**src/pmcfg_consts.svh**
```systemverilog
//////////////////////////////////////////////////////////////////////////////
// Purpose: Offsets, field positions, defaults and figures of the mode config bank
// Assumes: Byte registers reached by the I2C target engine's register port
// Notes: Reset bytes below are the defaults the programmable bits normally hold
// Operation
// RULE_01: Three config bytes fully readable and writable, reads return stored value.
// RULE_02: Mode-0 part-2 bits 7:4 hold always-on regulator code, default 0100.
// RULE_03: Mode-0 part-2 bit 3 enables core buck, default on.
// RULE_04: Mode-0 part-2 bit 2 enables system buck, default on.
// RULE_05: Mode-0 part-2 bit 1 enables always-on regulator, default on.
// RULE_06: Mode-0 part-2 bit 0 enables system linear regulator, default on.
// RULE_07: Mode-0 watchdog field: off, 16 s, 32 s, 64 s; default off.
// RULE_08: Mode-0 part-3 bit 5 adds 1.2 V linear offset, default set.
// RULE_09: Mode-0 part-3 bits 4:0 linear base code, 1.500 V up, default 11001.
// RULE_10: Mode-1 part-0 bit 7 selects ship mode in mode 1, default clear.
// RULE_11: Mode-1 part-0 bit 6 picks pins or register bits as mode source.
// RULE_12: Mode-1 part-0 bits 5:0 core buck code, 0.500 V up, default 011100.
// RULE_13: Reset defaults come from one-time programmable bits, not constants.
// RULE_14: Only fields of the selected mode setting drive the regulators; in modes 2 and 3 the voltages still decode mode 1 fields.
//////////////////////////////////////////////////////////////////////////////
`ifndef PMCFG_CONSTS_SVH
`define PMCFG_CONSTS_SVH

`define PMCFG_ADDR_M0P2 8'h24
`define PMCFG_ADDR_M0P3 8'h25
`define PMCFG_ADDR_M1P0 8'h26
`define PMCFG_RD_UNMAPPED 8'h00

`define PMCFG_M0P2_AON_HI 7
`define PMCFG_M0P2_AON_LO 4
`define PMCFG_M0P2_CORE_EN 3
`define PMCFG_M0P2_SYS_EN 2
`define PMCFG_M0P2_AON_EN 1
`define PMCFG_M0P2_LIN_EN 0
`define PMCFG_M0P3_WD_HI 7
`define PMCFG_M0P3_WD_LO 6
`define PMCFG_M0P3_OFS 5
`define PMCFG_M0P3_LIN_HI 4
`define PMCFG_M0P3_LIN_LO 0
`define PMCFG_M1P0_SHIP 7
`define PMCFG_M1P0_SRC 6
`define PMCFG_M1P0_CORE_HI 5
`define PMCFG_M1P0_CORE_LO 0

`define PMCFG_RST_M0P2 8'h4f
`define PMCFG_RST_M0P3 8'h39
`define PMCFG_RST_M1P0 8'h1c

`define PMCFG_AON_BASE_MV 16'h06a4
`define PMCFG_AON_MAX_CODE 4'h8
`define PMCFG_LIN_BASE_MV 16'h05dc
`define PMCFG_LIN_MAX_CODE 5'h18
`define PMCFG_LIN_OFS_MV 16'h04b0
`define PMCFG_CORE_BASE_MV 16'h01f4
`define PMCFG_CORE_MAX_CODE 6'h28
`define PMCFG_CORE_TOP_CODE 6'h3f
`define PMCFG_CORE_TOP_MV 16'h0708
`define PMCFG_STEP_MV 16'h0019
`define PMCFG_WD_OFF_S 8'h00
`define PMCFG_WD_16_S 8'h10
`define PMCFG_WD_32_S 8'h20
`define PMCFG_WD_64_S 8'h40

`endif

```
**src/pmcfg_pkg.sv**
```systemverilog
//////////////////////////////////////////////////////////////////////////////
// Purpose: Types shared by the mode config bank
// Assumes: Constants live in pmcfg_consts.svh
// Notes: One-hot codes written out
//////////////////////////////////////////////////////////////////////////////
package pmcfg_pkg;
   typedef enum logic [2:0] {
      PMCFG_MODE_0 = 3'h1,
      PMCFG_MODE_1 = 3'h2,
      PMCFG_MODE_HI = 3'h4
   } pmcfg_mode_t;

   typedef logic [7:0] pmcfg_byte_t;
endpackage : pmcfg_pkg

```
**src/pmcfg_mode_if.sv**
```systemverilog
//////////////////////////////////////////////////////////////////////////////
// Purpose: Carries mode source settings and the selected mode between modules
// Assumes: Single clock domain
// Notes: None
//////////////////////////////////////////////////////////////////////////////
`timescale 1ns/1ps
`default_nettype none
interface pmcfg_mode_if;
   import pmcfg_pkg::*;
   logic src_pins_m0;
   logic src_pins_m1;
   logic [1:0] active_mode;
   pmcfg_mode_t mode_state;

   modport sel (input src_pins_m0, input src_pins_m1, output active_mode, output mode_state);
   modport user (output src_pins_m0, output src_pins_m1, input active_mode, input mode_state);
endinterface : pmcfg_mode_if
`default_nettype wire

```
**src/pmcfg_mode_sel.sv**
```systemverilog
//////////////////////////////////////////////////////////////////////////////
// Purpose: Chooses the active mode setting from pins or register bits
// Assumes: Select pins are asynchronous to clk
// Notes: Source bit of the currently active mode decides the next choice
//////////////////////////////////////////////////////////////////////////////
`timescale 1ns/1ps
`default_nettype none
module pmcfg_mode_sel
   import pmcfg_pkg::*;
(
   input wire logic clk,
   input wire logic reset,
   input wire logic mode_select_pin_a,
   input wire logic mode_select_pin_b,
   input wire logic mode_select_bit_a,
   input wire logic mode_select_bit_b,
   input wire logic src_pins_hi,
   pmcfg_mode_if.sel mif
);
   logic [1:0] pin_meta_reg;
   logic [1:0] pin_sync_reg;
   logic [1:0] mode_reg;
   logic [1:0] mode_next;
   pmcfg_mode_t state_reg;
   pmcfg_mode_t state_next;
   logic use_pins;

   // Two flops before the pins are looked at
   always_ff @(posedge clk) begin
      pin_meta_reg <= {mode_select_pin_b, mode_select_pin_a};
      pin_sync_reg <= pin_meta_reg;
   end

   // RULE_11 source of mode control
   assign use_pins = (state_reg == PMCFG_MODE_0) ? mif.src_pins_m0 :
                     (state_reg == PMCFG_MODE_1) ? mif.src_pins_m1 : src_pins_hi;
   assign mode_next = use_pins ? pin_sync_reg : {mode_select_bit_b, mode_select_bit_a};

   always_comb begin
      case (mode_next)
         2'h0: state_next = PMCFG_MODE_0;
         2'h1: state_next = PMCFG_MODE_1;
         default: state_next = PMCFG_MODE_HI;
      endcase
   end

   always_ff @(posedge clk) begin
      if (reset) begin
         mode_reg <= 2'h0;
         state_reg <= PMCFG_MODE_0;
      end else begin
         mode_reg <= mode_next;
         state_reg <= state_next;
      end
   end

   assign mif.active_mode = mode_reg;
   assign mif.mode_state = state_reg;
endmodule : pmcfg_mode_sel
`default_nettype wire

```
**src/pmcfg_regs.sv**
```systemverilog
//////////////////////////////////////////////////////////////////////////////
// Purpose: Mode setting 0 parts 2-3 and mode setting 1 part 0 config bytes
// Assumes: I2C target engine presents single-cycle byte read/write strobes
// Notes: Fields held in neighbouring bytes arrive as plain inputs
//////////////////////////////////////////////////////////////////////////////
`timescale 1ns/1ps
`default_nettype none
`include "pmcfg_consts.svh"
module pmcfg_regs
   import pmcfg_pkg::*;
(
   input wire logic clk,
   input wire logic reset,
   // Register port from the I2C target engine
   input wire logic reg_wr_en,
   input wire logic reg_rd_en,
   input wire logic [7:0] reg_addr,
   input wire logic [7:0] reg_wr_data,
   output logic [7:0] reg_rd_data,
   output logic reg_hit,
   // One-time programmable defaults, stable while reset is high
   input wire logic [7:0] otp_m0p2,
   input wire logic [7:0] otp_m0p3,
   input wire logic [7:0] otp_m1p0,
   // Mode control
   input wire logic mode_select_pin_a,
   input wire logic mode_select_pin_b,
   input wire logic mode_select_bit_a,
   input wire logic mode_select_bit_b,
   // Neighbouring bytes of the two mode settings, and the source bit of modes 2 and 3
   input wire logic nb_ship_m0,
   input wire logic nb_src_pins_m0,
   input wire logic [5:0] nb_core_code_m0,
   input wire logic [3:0] nb_aon_code_m1,
   input wire logic [3:0] nb_enables_m1,
   input wire logic [1:0] nb_wd_m1,
   input wire logic nb_lin_ofs_m1,
   input wire logic [4:0] nb_lin_code_m1,
   input wire logic nb_src_pins_hi,
   // Applied settings
   output logic [1:0] active_mode,
   output logic mode_in_scope,
   output logic core_buck_en,
   output logic system_buck_en,
   output logic aon_reg_en,
   output logic sys_linear_en,
   output logic ship_mode,
   output logic [1:0] watchdog_period,
   output logic [7:0] watchdog_seconds,
   output logic [15:0] core_buck_mv,
   output logic [15:0] aon_reg_mv,
   output logic [15:0] sys_linear_mv
);
   pmcfg_byte_t mode0_part2_cfg_reg;
   pmcfg_byte_t mode0_part2_cfg_next;
   pmcfg_byte_t mode0_part3_cfg_reg;
   pmcfg_byte_t mode0_part3_cfg_next;
   pmcfg_byte_t mode1_part0_cfg_reg;
   pmcfg_byte_t mode1_part0_cfg_next;
   pmcfg_byte_t rd_data_reg;
   pmcfg_byte_t rd_data_next;

   pmcfg_mode_if mif();

   //////////////////////////////////////////////////////////////////////////////
   // Field views of the stored bytes

   logic [3:0] aon_reg_voltage_code_m0;
   logic core_buck_enable_m0;
   logic system_buck_enable_m0;
   logic aon_reg_enable_m0;
   logic sys_linear_enable_m0;
   logic [1:0] watchdog_period_m0;
   logic sys_linear_offset_m0;
   logic [4:0] sys_linear_voltage_code_m0;
   logic ship_mode_m1;
   logic mode_source_pins_m1;
   logic [5:0] core_buck_voltage_code_m1;

   // RULE_02 always-on code field
   assign aon_reg_voltage_code_m0 = mode0_part2_cfg_reg[`PMCFG_M0P2_AON_HI:`PMCFG_M0P2_AON_LO];
   // RULE_03 core buck enable
   assign core_buck_enable_m0 = mode0_part2_cfg_reg[`PMCFG_M0P2_CORE_EN];
   // RULE_04 system buck enable
   assign system_buck_enable_m0 = mode0_part2_cfg_reg[`PMCFG_M0P2_SYS_EN];
   // RULE_05 always-on enable
   assign aon_reg_enable_m0 = mode0_part2_cfg_reg[`PMCFG_M0P2_AON_EN];
   // RULE_06 linear enable
   assign sys_linear_enable_m0 = mode0_part2_cfg_reg[`PMCFG_M0P2_LIN_EN];
   // RULE_07 watchdog field
   assign watchdog_period_m0 = mode0_part3_cfg_reg[`PMCFG_M0P3_WD_HI:`PMCFG_M0P3_WD_LO];
   // RULE_08 offset select
   assign sys_linear_offset_m0 = mode0_part3_cfg_reg[`PMCFG_M0P3_OFS];
   // RULE_09 linear base code
   assign sys_linear_voltage_code_m0 = mode0_part3_cfg_reg[`PMCFG_M0P3_LIN_HI:`PMCFG_M0P3_LIN_LO];
   // RULE_10 ship mode bit
   assign ship_mode_m1 = mode1_part0_cfg_reg[`PMCFG_M1P0_SHIP];
   // RULE_11 mode source bit
   assign mode_source_pins_m1 = mode1_part0_cfg_reg[`PMCFG_M1P0_SRC];
   // RULE_12 core buck code field
   assign core_buck_voltage_code_m1 = mode1_part0_cfg_reg[`PMCFG_M1P0_CORE_HI:`PMCFG_M1P0_CORE_LO];

   //////////////////////////////////////////////////////////////////////////////
   // Register access decode

   logic hit_m0p2;
   logic hit_m0p3;
   logic hit_m1p0;
   logic wr_m0p2;
   logic wr_m0p3;
   logic wr_m1p0;

   assign hit_m0p2 = (reg_addr == `PMCFG_ADDR_M0P2);
   assign hit_m0p3 = (reg_addr == `PMCFG_ADDR_M0P3);
   assign hit_m1p0 = (reg_addr == `PMCFG_ADDR_M1P0);
   assign reg_hit = hit_m0p2 | hit_m0p3 | hit_m1p0;
   assign wr_m0p2 = reg_wr_en & hit_m0p2;
   assign wr_m0p3 = reg_wr_en & hit_m0p3;
   assign wr_m1p0 = reg_wr_en & hit_m1p0;

   // RULE_01 whole byte written
   assign mode0_part2_cfg_next = wr_m0p2 ? reg_wr_data : mode0_part2_cfg_reg;
   assign mode0_part3_cfg_next = wr_m0p3 ? reg_wr_data : mode0_part3_cfg_reg;
   assign mode1_part0_cfg_next = wr_m1p0 ? reg_wr_data : mode1_part0_cfg_reg;

   // RULE_01 read back stored byte
   assign rd_data_next = !reg_rd_en ? rd_data_reg :
                         hit_m0p2 ? mode0_part2_cfg_reg :
                         hit_m0p3 ? mode0_part3_cfg_reg :
                         hit_m1p0 ? mode1_part0_cfg_reg : `PMCFG_RD_UNMAPPED;

   // RULE_13 defaults loaded from programmable bits
   always_ff @(posedge clk) begin
      if (reset) begin
         mode0_part2_cfg_reg <= otp_m0p2;
         mode0_part3_cfg_reg <= otp_m0p3;
         mode1_part0_cfg_reg <= otp_m1p0;
         rd_data_reg <= `PMCFG_RD_UNMAPPED;
      end else begin
         mode0_part2_cfg_reg <= mode0_part2_cfg_next;
         mode0_part3_cfg_reg <= mode0_part3_cfg_next;
         mode1_part0_cfg_reg <= mode1_part0_cfg_next;
         rd_data_reg <= rd_data_next;
      end
   end

   assign reg_rd_data = rd_data_reg;

   //////////////////////////////////////////////////////////////////////////////
   // Mode selection

   assign mif.src_pins_m0 = nb_src_pins_m0;
   assign mif.src_pins_m1 = mode_source_pins_m1;

   pmcfg_mode_sel u_mode_sel (
      .clk(clk),
      .reset(reset),
      .mode_select_pin_a(mode_select_pin_a),
      .mode_select_pin_b(mode_select_pin_b),
      .mode_select_bit_a(mode_select_bit_a),
      .mode_select_bit_b(mode_select_bit_b),
      .src_pins_hi(nb_src_pins_hi),
      .mif(mif.sel)
   );

   //////////////////////////////////////////////////////////////////////////////
   // Code to millivolt decode; out-of-range codes clamp as the tables do, except core code 3f, which gives 1800 mV

   function automatic logic [15:0] aon_mv(input logic [3:0] code);
      logic [3:0] c;
      c = (code > `PMCFG_AON_MAX_CODE) ? `PMCFG_AON_MAX_CODE : code;
      aon_mv = `PMCFG_AON_BASE_MV + 16'({12'h000, c} * `PMCFG_STEP_MV);
   endfunction : aon_mv

   function automatic logic [15:0] lin_mv(input logic [4:0] code, input logic ofs);
      logic [4:0] c;
      c = (code > `PMCFG_LIN_MAX_CODE) ? `PMCFG_LIN_MAX_CODE : code;
      lin_mv = `PMCFG_LIN_BASE_MV + 16'({11'h000, c} * `PMCFG_STEP_MV) +
               (ofs ? `PMCFG_LIN_OFS_MV : 16'h0000);
   endfunction : lin_mv

   function automatic logic [15:0] core_mv(input logic [5:0] code);
      logic [5:0] c;
      c = (code > `PMCFG_CORE_MAX_CODE) ? `PMCFG_CORE_MAX_CODE : code;
      if (code == `PMCFG_CORE_TOP_CODE) begin
         core_mv = `PMCFG_CORE_TOP_MV;
      end else begin
         core_mv = `PMCFG_CORE_BASE_MV + 16'({10'h000, c} * `PMCFG_STEP_MV);
      end
   endfunction : core_mv

   function automatic logic [7:0] wd_seconds(input logic [1:0] code);
      case (code)
         2'h1: wd_seconds = `PMCFG_WD_16_S;
         2'h2: wd_seconds = `PMCFG_WD_32_S;
         2'h3: wd_seconds = `PMCFG_WD_64_S;
         default: wd_seconds = `PMCFG_WD_OFF_S;
      endcase
   endfunction : wd_seconds

   //////////////////////////////////////////////////////////////////////////////
   // Apply the selected mode setting

   logic sel_m0;
   logic sel_m1;
   logic [3:0] en_sel;
   logic [3:0] aon_code_sel;
   logic [5:0] core_code_sel;
   logic [4:0] lin_code_sel;
   logic lin_ofs_sel;
   logic [1:0] wd_sel;
   logic ship_sel;
   logic [3:0] en_next;
   logic [1:0] wd_next;
   logic ship_next;
   logic [7:0] wd_sec_next;
   logic [7:0] wd_sec_reg;
   logic [15:0] core_mv_next;
   logic [15:0] aon_mv_next;
   logic [15:0] lin_mv_next;
   logic [3:0] en_reg;
   logic [1:0] wd_reg;
   logic ship_reg;
   logic [15:0] core_mv_reg;
   logic [15:0] aon_mv_reg;
   logic [15:0] lin_mv_reg;

   assign sel_m0 = (mif.mode_state == PMCFG_MODE_0);
   assign sel_m1 = (mif.mode_state == PMCFG_MODE_1);

   // RULE_14 pick mode 0 fields in mode 0, mode 1 fields in every other mode
   assign en_sel = sel_m0 ? {core_buck_enable_m0, system_buck_enable_m0,
                             aon_reg_enable_m0, sys_linear_enable_m0} : nb_enables_m1;
   assign aon_code_sel = sel_m0 ? aon_reg_voltage_code_m0 : nb_aon_code_m1;
   assign core_code_sel = sel_m0 ? nb_core_code_m0 : core_buck_voltage_code_m1;
   assign lin_code_sel = sel_m0 ? sys_linear_voltage_code_m0 : nb_lin_code_m1;
   assign lin_ofs_sel = sel_m0 ? sys_linear_offset_m0 : nb_lin_ofs_m1;
   assign wd_sel = sel_m0 ? watchdog_period_m0 : nb_wd_m1;
   assign ship_sel = sel_m0 ? nb_ship_m0 : ship_mode_m1;

   // Modes 2 and 3 live in other banks; hold enables, watchdog and ship mode off rather than guess
   assign en_next = (sel_m0 | sel_m1) ? en_sel : 4'h0;
   assign wd_next = (sel_m0 | sel_m1) ? wd_sel : 2'h0;
   assign ship_next = (sel_m0 | sel_m1) ? ship_sel : 1'b0;
   // Seconds decoded ahead of the flop so the output comes straight from a register
   assign wd_sec_next = wd_seconds(wd_next);
   assign core_mv_next = core_mv(core_code_sel);
   assign aon_mv_next = aon_mv(aon_code_sel);
   assign lin_mv_next = lin_mv(lin_code_sel, lin_ofs_sel);

   always_ff @(posedge clk) begin
      if (reset) begin
         en_reg <= 4'h0;
         wd_reg <= 2'h0;
         wd_sec_reg <= `PMCFG_WD_OFF_S;
         ship_reg <= 1'b0;
         core_mv_reg <= 16'h0000;
         aon_mv_reg <= 16'h0000;
         lin_mv_reg <= 16'h0000;
      end else begin
         en_reg <= en_next;
         wd_reg <= wd_next;
         wd_sec_reg <= wd_sec_next;
         ship_reg <= ship_next;
         core_mv_reg <= core_mv_next;
         aon_mv_reg <= aon_mv_next;
         lin_mv_reg <= lin_mv_next;
      end
   end

   assign active_mode = mif.active_mode;
   assign mode_in_scope = sel_m0 | sel_m1;
   assign core_buck_en = en_reg[3];
   assign system_buck_en = en_reg[2];
   assign aon_reg_en = en_reg[1];
   assign sys_linear_en = en_reg[0];
   assign ship_mode = ship_reg;
   assign watchdog_period = wd_reg;
   assign watchdog_seconds = wd_sec_reg;
   assign core_buck_mv = core_mv_reg;
   assign aon_reg_mv = aon_mv_reg;
   assign sys_linear_mv = lin_mv_reg;
endmodule : pmcfg_regs
`default_nettype wire

```
**config.mk**
```make
export PLATFORM = sky130hd
export DESIGN_NAME = pmcfg_regs
export DESIGN_NICKNAME = d
export VERILOG_FILES = /design/src/pmcfg_pkg.sv /design/src/pmcfg_mode_if.sv /design/src/pmcfg_mode_sel.sv /design/src/pmcfg_regs.sv
export VERILOG_INCLUDE_DIRS = /design/src
export SDC_FILE = /design/constraint.sdc
export NUM_CORES = 1
export LEC_CHECK = 0
export CAP_MARGIN = 20
export CORE_MARGIN = 2
export CORE_UTILIZATION = 50
export DETAILED_ROUTE_END_ITERATION = 12
export DONT_BUFFER_PORTS = 1
export GPL_ROUTABILITY_DRIVEN = 0
export SETUP_SLACK_MARGIN = 0.5
export SLEW_MARGIN = 40
export SYNTH_ARGS = -nofsm -noshare
export SYNTH_HDL_FRONTEND = slang
export SYNTH_SLANG_ARGS = --single-unit
```
**constraint.sdc**
```tcl
create_clock -name clk -period 5.6 [get_ports clk]
set_clock_uncertainty 0.05 [all_clocks]
set_input_delay 0.28 -clock clk [delete_from_list [all_inputs] [get_ports clk]]
set_output_delay 0.28 -clock clk [all_outputs]
set_load 0.005 [all_outputs]
```
# Word level (Yosys, flattened, before mapping)
# Index checks and enable logic that the tools add are counted.
# word_totals
mem_bits_rw	0
elab_cells	76
memories	0
latchBits	0
ff_bits	100
output_inout_bits	75
rom_bits	0
# op_classes
n_mux	27
bitwise_logic	7
n_addsub	4
div_mod_pow	0
n_mul	3
order_cmp	3
shift	0
reduce_logical	6
eq_ne	10
# op_table
operator	n
$mux W8	9
$eq A8 B6 Y1 const B	3
$mux W11	2
$pmux W7 S3	1
$add A12 B11 Y13	1
$add A11 B10 Y12 const A	1
$add A11 B9 Y12 const A	1
$add A9 B11 Y12 const A	1
$mux W4	3
$mux W6	2
$mul A6 B5 Y11 const B	1
$mul A5 B5 Y10 const B	1
$mux W5	2
$mul A4 B5 Y9 const B	1
$eq A6 B6 Y1 const B	1
$gt A6 B6 Y1 const B	1
$mux W2	3
$pmux W3 S2	1
$reduce_bool A2 Y1	3
$gt A5 B5 Y1 const B	1
$eq A2 B1 Y1 const B	2
$eq A2 B2 Y1 const B	2
$gt A4 B4 Y1 const B	1
$mux W1	4
7 further kinds	12

# Longest topological paths before layout
# Gate-level depths: netlist of the first run.
# logic_depth
word_depth	7
depth_mapped	22

# Hierarchy
# A second synthesis of the first run with hierarchy kept.
# hier_totals
hier_cells	536
area_unflattened_um2	5012.3
# modules_own_cells
mod	area_each_um2	seq_area_each_um2	cells_each	instances
pmcfg_regs	4678.2	1821.7	506	1
pmcfg_mode_sel	334.1	160.2	30	1

# Least setup slack after synthesis of the first run
# OpenSTA, ideal clock, no wires.
# synth_path
path_type	register -> register
startpoint	reg u_mode_sel.state_reg[0], in the netlist u_mode_sel.mif.mode_state[0]
endpoint	reg lin_mv_reg[11], in the netlist sys_linear_mv[11]
slack_ns	1.106
stages_incl_launch_ff	21
setup_time_ns	0.119
path_buffers	3
required_time_ns	5.431
arrival_time_ns	4.325
path_cell_list	dfxtp_1 or3b_1 buf_2 buf_6 buf_2 nand2_1 nand2_1 ha_1 a21oi_1 inv_1 ha_1 fa_1 inv_1 ha_1 fa_1 ha_1 nor2b_1 o31a_1 o21ai_0 nand2_1 mux2i_1
# synth_via
elab_chain_len	7
elab_cells_between_ends	9
cone_classes	2 x add/sub; 1 x mul; 1 x order compare; 1 x eq/ne; 4 x mux
# synth_rtl
element	line	rtl
start: declaration	pmcfg_mode_sel.sv:24	pmcfg_mode_t state_reg;
start signal: assignment	pmcfg_mode_sel.sv:53	state_reg <= state_next;
$eq A3 B1 Y1 (*)	pmcfg_regs.sv:228	assign sel_m0 = (mif.mode_state == PMCFG_MODE_0);
$mux W5	pmcfg_regs.sv:236	assign lin_code_sel = sel_m0 ? sys_linear_voltage_code_m0 : nb_lin_code_m1;
$gt A5 B5 Y1 (no line)	n/a	
$mux W5	pmcfg_regs.sv:177	c = (code > `PMCFG_LIN_MAX_CODE) ? `PMCFG_LIN_MAX_CODE : code;
$mul A5 B5 Y10 (no line)	n/a	
$add A11 B10 Y12 (no line)	n/a	
$add A12 B11 Y13 (no line) (*)	n/a	
end signal: assignment	pmcfg_regs.sv:267	lin_mv_reg <= lin_mv_next;
end: declaration	pmcfg_regs.sv:226	logic [15:0] lin_mv_reg;
# Mark *: on every way between the ends. The rest lies on a longest branch, timed or not.
# A chain may end at the register's enable or synchronous reset.

# Final worst setup path of the first run
# layout_path
startpoint	reg u_mode_sel.state_reg[2], in the netlist u_mode_sel.mif.mode_state[2]
endpoint	reg lin_mv_reg[11], in the netlist sys_linear_mv[11]
# Same word-level chain as after synthesis.

==> flow_summary.yaml, run 1 <==
yosys:
  synth-edff-count: 24
  ys_seq_elements: 87
  async_flop_share_pct: 0
  avgSynthCellArea_um2: 9.384
  ys_seq_area_share_pct: 40.46
  synth_top_area_share_pct: 25.75
  synth_common_cells: "82 x nand2_1, 63 x dfxtp_1, 54 x ha_1, 45 x inv_1, 35 x nor2_1"
  synthDistinctLibCells: 62
  yosysWarnings: 0
  synthFlopType: "dfxtp_1"
  netlist_area_um2: 4898
  yosysTopAreaCell: "dfxtp_1"
  syn_inst: 522
  yosysMostFrequentCell: "nand2_1"
  synthTopCellsByArea: "dfxtp_1 26%, edfxtp_1 15%, ha_1 14%"
power:
  p_leak_nw: 2.433
  power.total_mw: 2.215
  power_density_nw_per_um2: 425.9
  vdd_drop_max_mv: 0.1795
critical_path:
  endpoint_kind: "register"
  crit_buf_inv: 3
  arrival_ps: 4980
  slowest_stage: "fa_1"
  cp.depth: 18
  cp_data_required_time_ps: 5810
  path_max_fanout: 23
  max_stage_delay_ps: 490
  path_cells: "or3b_1 > buf_4 > nand2_1 > nand2_1 > ha_1 > a21oi_1 > inv_1 > ha_1 > fa_1 > inv_1 > ha_1 > fa_1 > ha_1 > nor2b_1 > o31a_1 > o21ai_0 > nand2_1 > mux2i_1"
  r2r_cells: 18
  cpMostUsedCell: "ha_1"
  path_class: "register to register"
  crit_family: "adder cells"
  start_kind: "register"
  r2r_slack_ps: 830
global_route:
  gr-usage-met1_pct: 26.54
  grt_usage_pct: 19.75
  use_met3_pct: 3.593
  grt_max_degree: 44
  antenna_found_initial: 0
  grt_pass1_wl_um: 15790
  overflow: 0
  grt_use_met2_pct: 30.97
  grt_pass1_vias: 3134
  top_usage_layer: "met2"
place:
  dp_slack_ps: 862.4
  port_buffers: 0
  hpwlAfterDp_um: 7900
sta:
  setup_viol: 0
  setup_tns_ps: 0
  tightest_slew_ps: 797.6
  hold_viol: 0
  fmax_mhz: 209.6
  rsz0062_at_grt: "no"
  drv_slew: 0
  fin_ws_ps: 828.8
  maxSlewHeadroom_pct: 46.72
  finalCritPeriodShare_pct: 85.20
  finalCriticalPeriod_ps: 4771
clock_tree:
  cts_buffer_depth: 2
  cts_setup_buffers: 0
  insertion_delay_ps: 370
  cts_tree: "done"
  htree_levels: 3
  cts_resized: 0
  clkSinkCount: 87
  cts_buffers: 9
  cts.clk_slew.worst_paths_ps: 100
  cts_root_buf: "clkbuf_8"
cells_and_area:
  area_delta_synth_final_pct: 6.181
  antenna_cells: 0
  fin_nets: 657
  largest_register_ffs: 13
  drive_gt1_share_pct: 6.654
die:
  io-pin-count: 148
  die_h_um: 103.0
  coreArea_um2: 9639
  initial_core_util_pct: 50.82
  die_w_um: 103.0
  die-area_um2: 10600
  fp-row-count: 36
routing:
  drt-pass1-iter-count: 4
  route.vias.total: 3383
  postRouteAntennaNets: 0
  drtIter0Drc: 137
  drt-total-wl_um: 10310
  drt-vias-per-instance: 5.134
  drc: 0
  avgRoutedWirePerCell_um: 15.64
flow_run:
  maxCapViolCount: 0
min_path:
  min_path_type: "input port to register"
  hold_depth: 2
run_status:
  outcome: "completed"
[report_power, final]
group          switching [mW]  internal (mW)  total, mW
combinational           0.508          0.433      0.942
sequential             0.0580          0.760      0.818
clock                   0.245          0.211      0.456
[repair_timing]
item	CTS	global route
setup endpoints to repair	0	0
hold endpoints to repair	44	0
hold buffers	6	0
[cells by family (layout without fill, tap and decap cells)]
family / count (synthesis) / in the layout / synth area share (%)
mux: 18 / 18 / 3.959
flops: 87 / 87 / 40.46
other cells: 1 / 16 / 0.07655
simple gates: 186 / 186 / 18.47
fa+ha+maj: 63 / 63 / 17.47
buf+inv: 82 / 71 / 7.969
compound gates: 78 / 78 / 10.34
xor+xnor: 7 / 7 / 1.252
[cells in the final DEF, fill, tap and decap left out, types with 2 or more instances in the layout]
| cell | Yosys | routed |
|---|---|---|
| fa_1 | 9 | 9 |
| nor2_1 | 35 | 35 |
| conb_1 | 1 | 16 |
| dlygate4sd3_1 | 0 | 5 |
| o21ai_0 | 17 | 17 |
| buf_4 | 18 | 3 |
| nor2b_1 | 19 | 19 |
| and2_0 | 2 | 2 |
| nand2_1 | 82 | 82 |
| o21a_1 | 2 | 2 |
| a21oi_1 | 27 | 27 |
| dfxtp_1 | 63 | 63 |
| a21o_1 | 6 | 6 |
| inv_6 | 0 | 3 |
| o21bai_1 | 3 | 3 |
| nor3b_2 | 1 | 2 |
| edfxtp_1 | 24 | 24 |
| ha_1 | 54 | 54 |
| a211oi_1 | 4 | 4 |
| o31a_1 | 2 | 2 |
| inv_1 | 45 | 45 |
| nand2b_1 | 15 | 15 |
| nor3_1 | 4 | 4 |
| clkbuf_8 | 0 | 9 |
| a31oi_1 | 2 | 2 |
| nand3_1 | 2 | 2 |
| xnor2_1 | 6 | 6 |
| mux2i_1 | 16 | 16 |
| and2_1 | 6 | 6 |
| nor3_2 | 2 | 2 |
| nand3b_1 | 6 | 6 |
[per-stage QoR]
stage / hold WS [ps] / cell area [um^2] / cells / util (%)
6_report: 7.587 / 5201 / 659 / 53.96
5_1_grt: 21.22 / 5201 / 659 / 53.96
4_1_cts: 0.1524 / 5201 / 659 / 53.96
3_5_place_dp: 257.8 / 4931 / 637 / 51.16
3_3_place_gp: 257.8 / 4931 / 637 / 51.16
2_1_floorplan: 257.7 / 4955 / 537 / -
[cell type report]
| class | instances | area, um^2 |
|---|---|---|
| clock buffers | 9 | 123.9 |
| well taps | 133 | 166.4 |
| clock inverters | 7 | 76.32 |
| fillers | 930 | 4438 |
| flip-flops and latches | 87 | 1982 |
| inverters | 46 | 172.7 |
| repair buffers | 9 | 92.59 |
| multi-input cells | 368 | 2587 |
[worst paths after layout]
check                                             startpoint                    endpoint
worst min register to register    u_mode_sel.pin_meta_reg[0]  u_mode_sel.pin_sync_reg[0]
worst max register to register  u_mode_sel.mif.mode_state[2]           sys_linear_mv[11]
worst min-delay path                        nb_enables_m1[2]                   en_reg[2]
worst max-delay path            u_mode_sel.mif.mode_state[2]           sys_linear_mv[11]
[routing by layer]
metal,vias up,wire (um)
met1,1545,4694
met3,17,619
met2,119,4737
li1,1702,-
met5,-,0
met4,0,254
(Power assumes the default switching activity.)
==> run 2: changes to the inputs <==
--- a/config.mk
+++ b/config.mk
@@ -9,9 +9,11 @@
 export CAP_MARGIN = 20
 export CORE_MARGIN = 2
 export CORE_UTILIZATION = 50
+export CTS_CLUSTER_SIZE = 20
 export DETAILED_ROUTE_END_ITERATION = 12
 export DONT_BUFFER_PORTS = 1
 export GPL_ROUTABILITY_DRIVEN = 0
+export REMOVE_ABC_BUFFERS = 1
 export SETUP_SLACK_MARGIN = 0.5
 export SLEW_MARGIN = 40
 export SYNTH_ARGS = -nofsm -noshare
==> constraint.sdc (replaced) <==
create_clock -name clk -period 4.9 [get_ports clk]
set_clock_uncertainty 0.05 [all_clocks]
set_input_delay 0.245 -clock clk [delete_from_list [all_inputs] [get_ports clk]]
set_output_delay 0.245 -clock clk [all_outputs]
set_load 0.005 [all_outputs]
==> run 2 against run 1 <==
  * Cell area is 4.9% higher
  * Sequential power is 14% higher
  * Power is 21% higher
  * Hold slack better by 2.5 ps
  * Sequential share of layout area is 1.6 points lower
  * Critical path type unchanged
  * Highest routed layer unchanged
==> flow_summary.yaml, run 2 (synthesis gave the netlist of run 1 again) <==
run_status:
  outcome: "completed"
cells_and_area:
  final_common_cell: "nand2_1"
  antenna_cells: 0
  fin_util_pct: 56.61
  drive_gt1_share_pct: 11.25
  largest_register_ffs: 13
  fin_nets: 673
  area_delta_synth_final_pct: 11.39
  mostFrequentLayoutCells: "81 x nand2_1, 60 x dfxtp_1, 51 x ha_1"
routing:
  drtIter0Drc: 80
  avgRoutedWirePerCell_um: 16.44
  drt-vias-per-instance: 5.207
  drt-pass1-iter-count: 4
  drt-total-wl_um: 11090
  route.vias.total: 3515
  postRouteAntennaNets: 0
  drc: 0
sta:
  hold_viol: 0
  setup_viol: 0
  rsz0062_at_grt: "yes"
  finalCritPeriodShare_pct: 86.94
  finalCriticalPeriod_ps: 4260
  fmax_mhz: 234.7
  drv_slew: 0
  holdWs_ps: 10.04
  maxSlewHeadroom_pct: 55.72
  tightest_slew_ps: 662.8
critical_path:
  start_kind: "register"
  crit_family: "adder cells"
  reg2reg_to: "sys_linear_mv[11]"
  r2r_slack_ps: 640
  slowest_stage: "fa_1"
  max_stage_delay_ps: 530
  rr_startpoint: "u_mode_sel.mif.mode_state[1]"
  arrival_ps: 4470
  path_cells: "or3b_4 > mux2i_4 > inv_2 > ha_4 > a21oi_4 > inv_1 > ha_2 > fa_1 > inv_1 > ha_1 > fa_1 > ha_4 > nor2b_2 > o31a_1 > o21ai_1 > nand2_1 > mux2i_1"
  path_max_fanout: 6
  r2r_cells: 17
  endpoint_kind: "register"
  cp_data_required_time_ps: 5110
  crit_buf_inv: 3
  path_class: "register to register"
die:
  die_w_um: 103.0
  fp-row-count: 36
  initial_core_util_pct: 50.82
  coreArea_um2: 9639
  io-pin-count: 148
  die_h_um: 103.0
  die-area_um2: 10600
min_path:
  min_to: "mode0_part3_cfg_reg[7]"
  min_path_type: "input port to register"
  min_from: "otp_m0p3[7]"
  hold_depth: 2
global_route:
  grt_usage_pct: 21.31
  grt_pass1_vias: 3508
  grt_pass1_wl_um: 17020
  overflow: 0
  grt_max_degree: 43
  antenna_found_initial: 0
power:
  vdd_drop_max_mv: 0.1803
  power_density_nw_per_um2: 491.3
  p_int_mw: 1.686
  switching_power_uw: 994.7
  clockPowerShare_pct: 20.0
  p_leak_nw: 2.533
  switching_share_pct: 37.10
  p_comb_share_pct: 45.2
  p_seq_share_pct: 34.8
place:
  port_buffers: 0
  hpwlAfterDp_um: 7963
clock_tree:
  cts_root_buf: "clkbuf_8"
  cts_buffers: 9
  cts.clk_slew.worst_paths_ps: 100
  cts_tree: "done"
  insertion_delay_ps: 370
  clkSinkCount: 87
  cts_buffer_depth: 2
  htree_levels: 3
flow_run:
  maxCapViolCount: 0
run 2: layer usage:
layer	vias up	wire, um	GRT usage, %
li1	1732	-	-
met1	1651	4649	25.35
met2	114	5411	36.86
met3	18	843	6.102
met4	0	189	7.389
met5	-	0	0
run 2: repair_timing:
action                                 in CTS  in global routing
hold buffers                               13                  0
setup buffers                               3                  6
gates resized for setup                     7                 18
setup endpoints to repair                   5                  6
endpoints found under the hold margin      50                  0
pin swaps                                   0                  6
run 2: how the worst max path moves through the flow:
stage	start	cells past startpoint	to	slack [ps]
after floorplan	u_mode_sel.mif.mode_state[0]	15	core_buck_mv[9]	-140
after global placement	u_mode_sel.mif.mode_state[2]	17	sys_linear_mv[11]	340
after detailed placement	u_mode_sel.mif.mode_state[2]	17	sys_linear_mv[11]	170
after CTS	u_mode_sel.mif.mode_state[2]	17	sys_linear_mv[11]	480
after global routing	u_mode_sel.mif.mode_state[1]	19	sys_linear_mv[11]	440
final	u_mode_sel.mif.mode_state[1]	17	sys_linear_mv[11]	640
run 2: final cells by class:
class                   count  area [um^2]
fillers                   904         4183
clock buffers               9        123.9
flip-flops and latches     87         1991
multi-input cells         368         2678
well taps                 133        166.4
inverters                  46        172.7
clock inverters             7        87.58
repair buffers             25        237.7
run 2: stage by stage:
stage,worst slack [ps],cell area (um^2),cells,setup TNS (ps),power (mW)
final,639.8,5456,675,0,2.681
after global routing,437.7,5456,675,0,2.918
after CTS,482.0,5334,669,0,2.620
after detailed placement,171.8,4935,637,0,2.038
after global placement,345.0,4931,637,0,2.004
after floorplan,-140.6,4737,501,-274.6,1.800
run 2: power by group through the flow:
stage | combinational [mW] | sequential [mW] | clock (mW)
2_1_floorplan | 0.868 | 0.932 | 0
3_3_place_gp | 1.05 | 0.951 | 0
3_5_place_dp | 1.09 | 0.951 | 0
4_1_cts | 1.13 | 0.937 | 0.551
5_1_grt | 1.38 | 0.952 | 0.581
6_report | 1.21 | 0.933 | 0.537
==> run 3: changes to the inputs <==
--- a/config.mk
+++ b/config.mk
@@ -13,6 +13,7 @@
 export DETAILED_ROUTE_END_ITERATION = 12
 export DONT_BUFFER_PORTS = 1
 export GPL_ROUTABILITY_DRIVEN = 0
+export PLACE_DENSITY = 0.62
 export REMOVE_ABC_BUFFERS = 1
 export SETUP_SLACK_MARGIN = 0.5
 export SLEW_MARGIN = 40
==> run 3 against run 2 <==
  * Die area stayed put
  * Power is 0.46% lower
  * Hold slack better by 0.91 ps
  * Critical endpoint is now core_buck_mv[9]
  * Largest power group unchanged
==> flow_summary.yaml, run 3 (synthesis gave the netlist of run 1 again) <==
run_status:
  outcome: "completed"
global_route:
  grt_pass1_wl_um: 17190
  grt_max_degree: 44
  grt_pass1_vias: 3407
  antenna_found_initial: 1
  overflow: 0
  grt_usage_pct: 21.78
critical_path:
  reg2reg_to: "core_buck_mv[9]"
  crit_path_end: "core_buck_mv[9]"
  path_max_fanout: 17
  start_kind: "register"
  cp_data_required_time_ps: 5090
  startpoint: "u_mode_sel.mif.mode_state[2]"
  endpoint_kind: "register"
  r2r_slack_ps: 630
  arrival_ps: 4460
  path_class: "register to register"
  r2r_cells: 16
  rr_startpoint: "u_mode_sel.mif.mode_state[2]"
place:
  port_buffers: 0
  dp_slack_ps: 169.9
  hpwlAfterDp_um: 8197
routing:
  postRouteAntennaNets: 0
  drt-total-wl_um: 11290
  drt-pass1-iter-count: 4
  route.vias.total: 3484
  avgRoutedWirePerCell_um: 16.82
  drt-vias-per-instance: 5.192
  drc: 0
  drtIter0Drc: 124
power:
  p_leak_nw: 2.500
  vdd_drop_max_mv: 0.1999
  power.total_mw: 2.669
  power_density_nw_per_um2: 495.1
die:
  initial_core_util_pct: 50.82
  io-pin-count: 148
  fp-row-count: 36
  die_w_um: 103.0
  die-area_um2: 10600
  die_h_um: 103.0
  coreArea_um2: 9639
cells_and_area:
  final_common_cell: "nand2_1"
  fin_nets: 669
  multi_input_area_um2: 2656
  seqCellArea_um2: 1988
  fillers: 930
  mostFrequentLayoutCells: "81 x nand2_1, 60 x dfxtp_1, 51 x ha_1"
  largest_register_ffs: 13
  antenna_cells: 0
  drive_gt1_share_pct: 10.59
  area_delta_synth_final_pct: 10.04
clock_tree:
  htree_levels: 3
  cts_tree: "done"
  insertion_delay_ps: 370
  cts.clk_slew.worst_paths_ps: 90
  cts_buffers: 9
  clkSinkCount: 87
  cts_buffer_depth: 2
  cts_root_buf: "clkbuf_8"
sta:
  finalCriticalPeriod_ps: 4272
  drv_slew: 0
  hold_viol: 0
  setup_tns_ps: 0
  holdWs_ps: 10.95
  maxSlewHeadroom_pct: 50.97
  fin_ws_ps: 627.8
  tightest_slew_ps: 715.0
  setup_viol: 0
  rsz0062_at_grt: "yes"
  fmax_mhz: 234.1
  finalCritPeriodShare_pct: 87.19
min_path:
  min_path_type: "input port to register"
flow_run:
  maxCapViolCount: 0
## run 3: layout make-up
type / instances / area share [%]
multi-input cells: 368 / 49.28
flip-flops and latches: 87 / 36.88
repair buffers: 21 / 3.598
inverters: 46 / 3.203
well taps: 133 / 3.087
clock buffers: 10 / 2.368
clock inverters: 6 / 1.578
## run 3: what timing repair did
item / 4_1_cts / 5_1_grt
buffers inserted: 3 / 5
setup endpoints to repair: 5 / 6
hold buffers: 9 / 0
gates cloned: 0 / 0
gates resized for setup: 6 / 13
pin swaps: 1 / 8
endpoints found under the hold margin: 46 / 0
## run 3: worst max-delay path, cell delays in order, from the launching register on
cell and delay (ps):
dfxtp_4 380, or3b_4 450, buf_4 180, buf_6 160, and2_0 160, a32o_2 260, inv_1 80, ha_1 250
fa_1 540, inv_1 40, ha_1 330, ha_1 330, a211oi_1 220, nor2_1 110, or4_1 400, o311ai_0 100
a21oi_1 110
## run 3: how the worst min path moves through the flow
stage / endpoint / from / depth (start not counted) / slack [ps]
final: sys_linear_mv[11] / reset / 2 / 10
after CTS: sys_linear_mv[11] / reset / 2 / 3
after floorplan: u_mode_sel.pin_meta_reg[0] / mode_select_pin_a / 0 / 220
after global placement: u_mode_sel.pin_meta_reg[0] / mode_select_pin_a / 0 / 220
after global routing: mode0_part2_cfg_reg[7] / reset / 2 / 9
after detailed placement: u_mode_sel.pin_meta_reg[0] / mode_select_pin_a / 0 / 220
## run 3: through the flow
stage          area, um^2  std cells  utilization [%]
6_report             5390        671            55.92
5_1_grt              5390        671            55.92
4_1_cts              5301        666            55.00
3_5_place_dp         4946        638            51.31
3_3_place_gp         4938        638            51.23
2_1_floorplan        4737        501                -
## run 3: power breakdown
| group | total, mW | internal, mW | switching [mW] |
|---|---|---|---|
| registers | 0.934 | 0.869 | 0.0648 |
| logic | 1.18 | 0.559 | 0.626 |
| clock network | 0.550 | 0.286 | 0.265 |
| total | 2.67 | 1.71 | 0.955 |
## run 3: routing by layer
layer / routed length (um) / global-route usage (%)
met3: 810 / 5.356
met5: 0 / 0
met2: 5611 / 37.56
met1: 4639 / 26.16
met4: 227 / 8.502
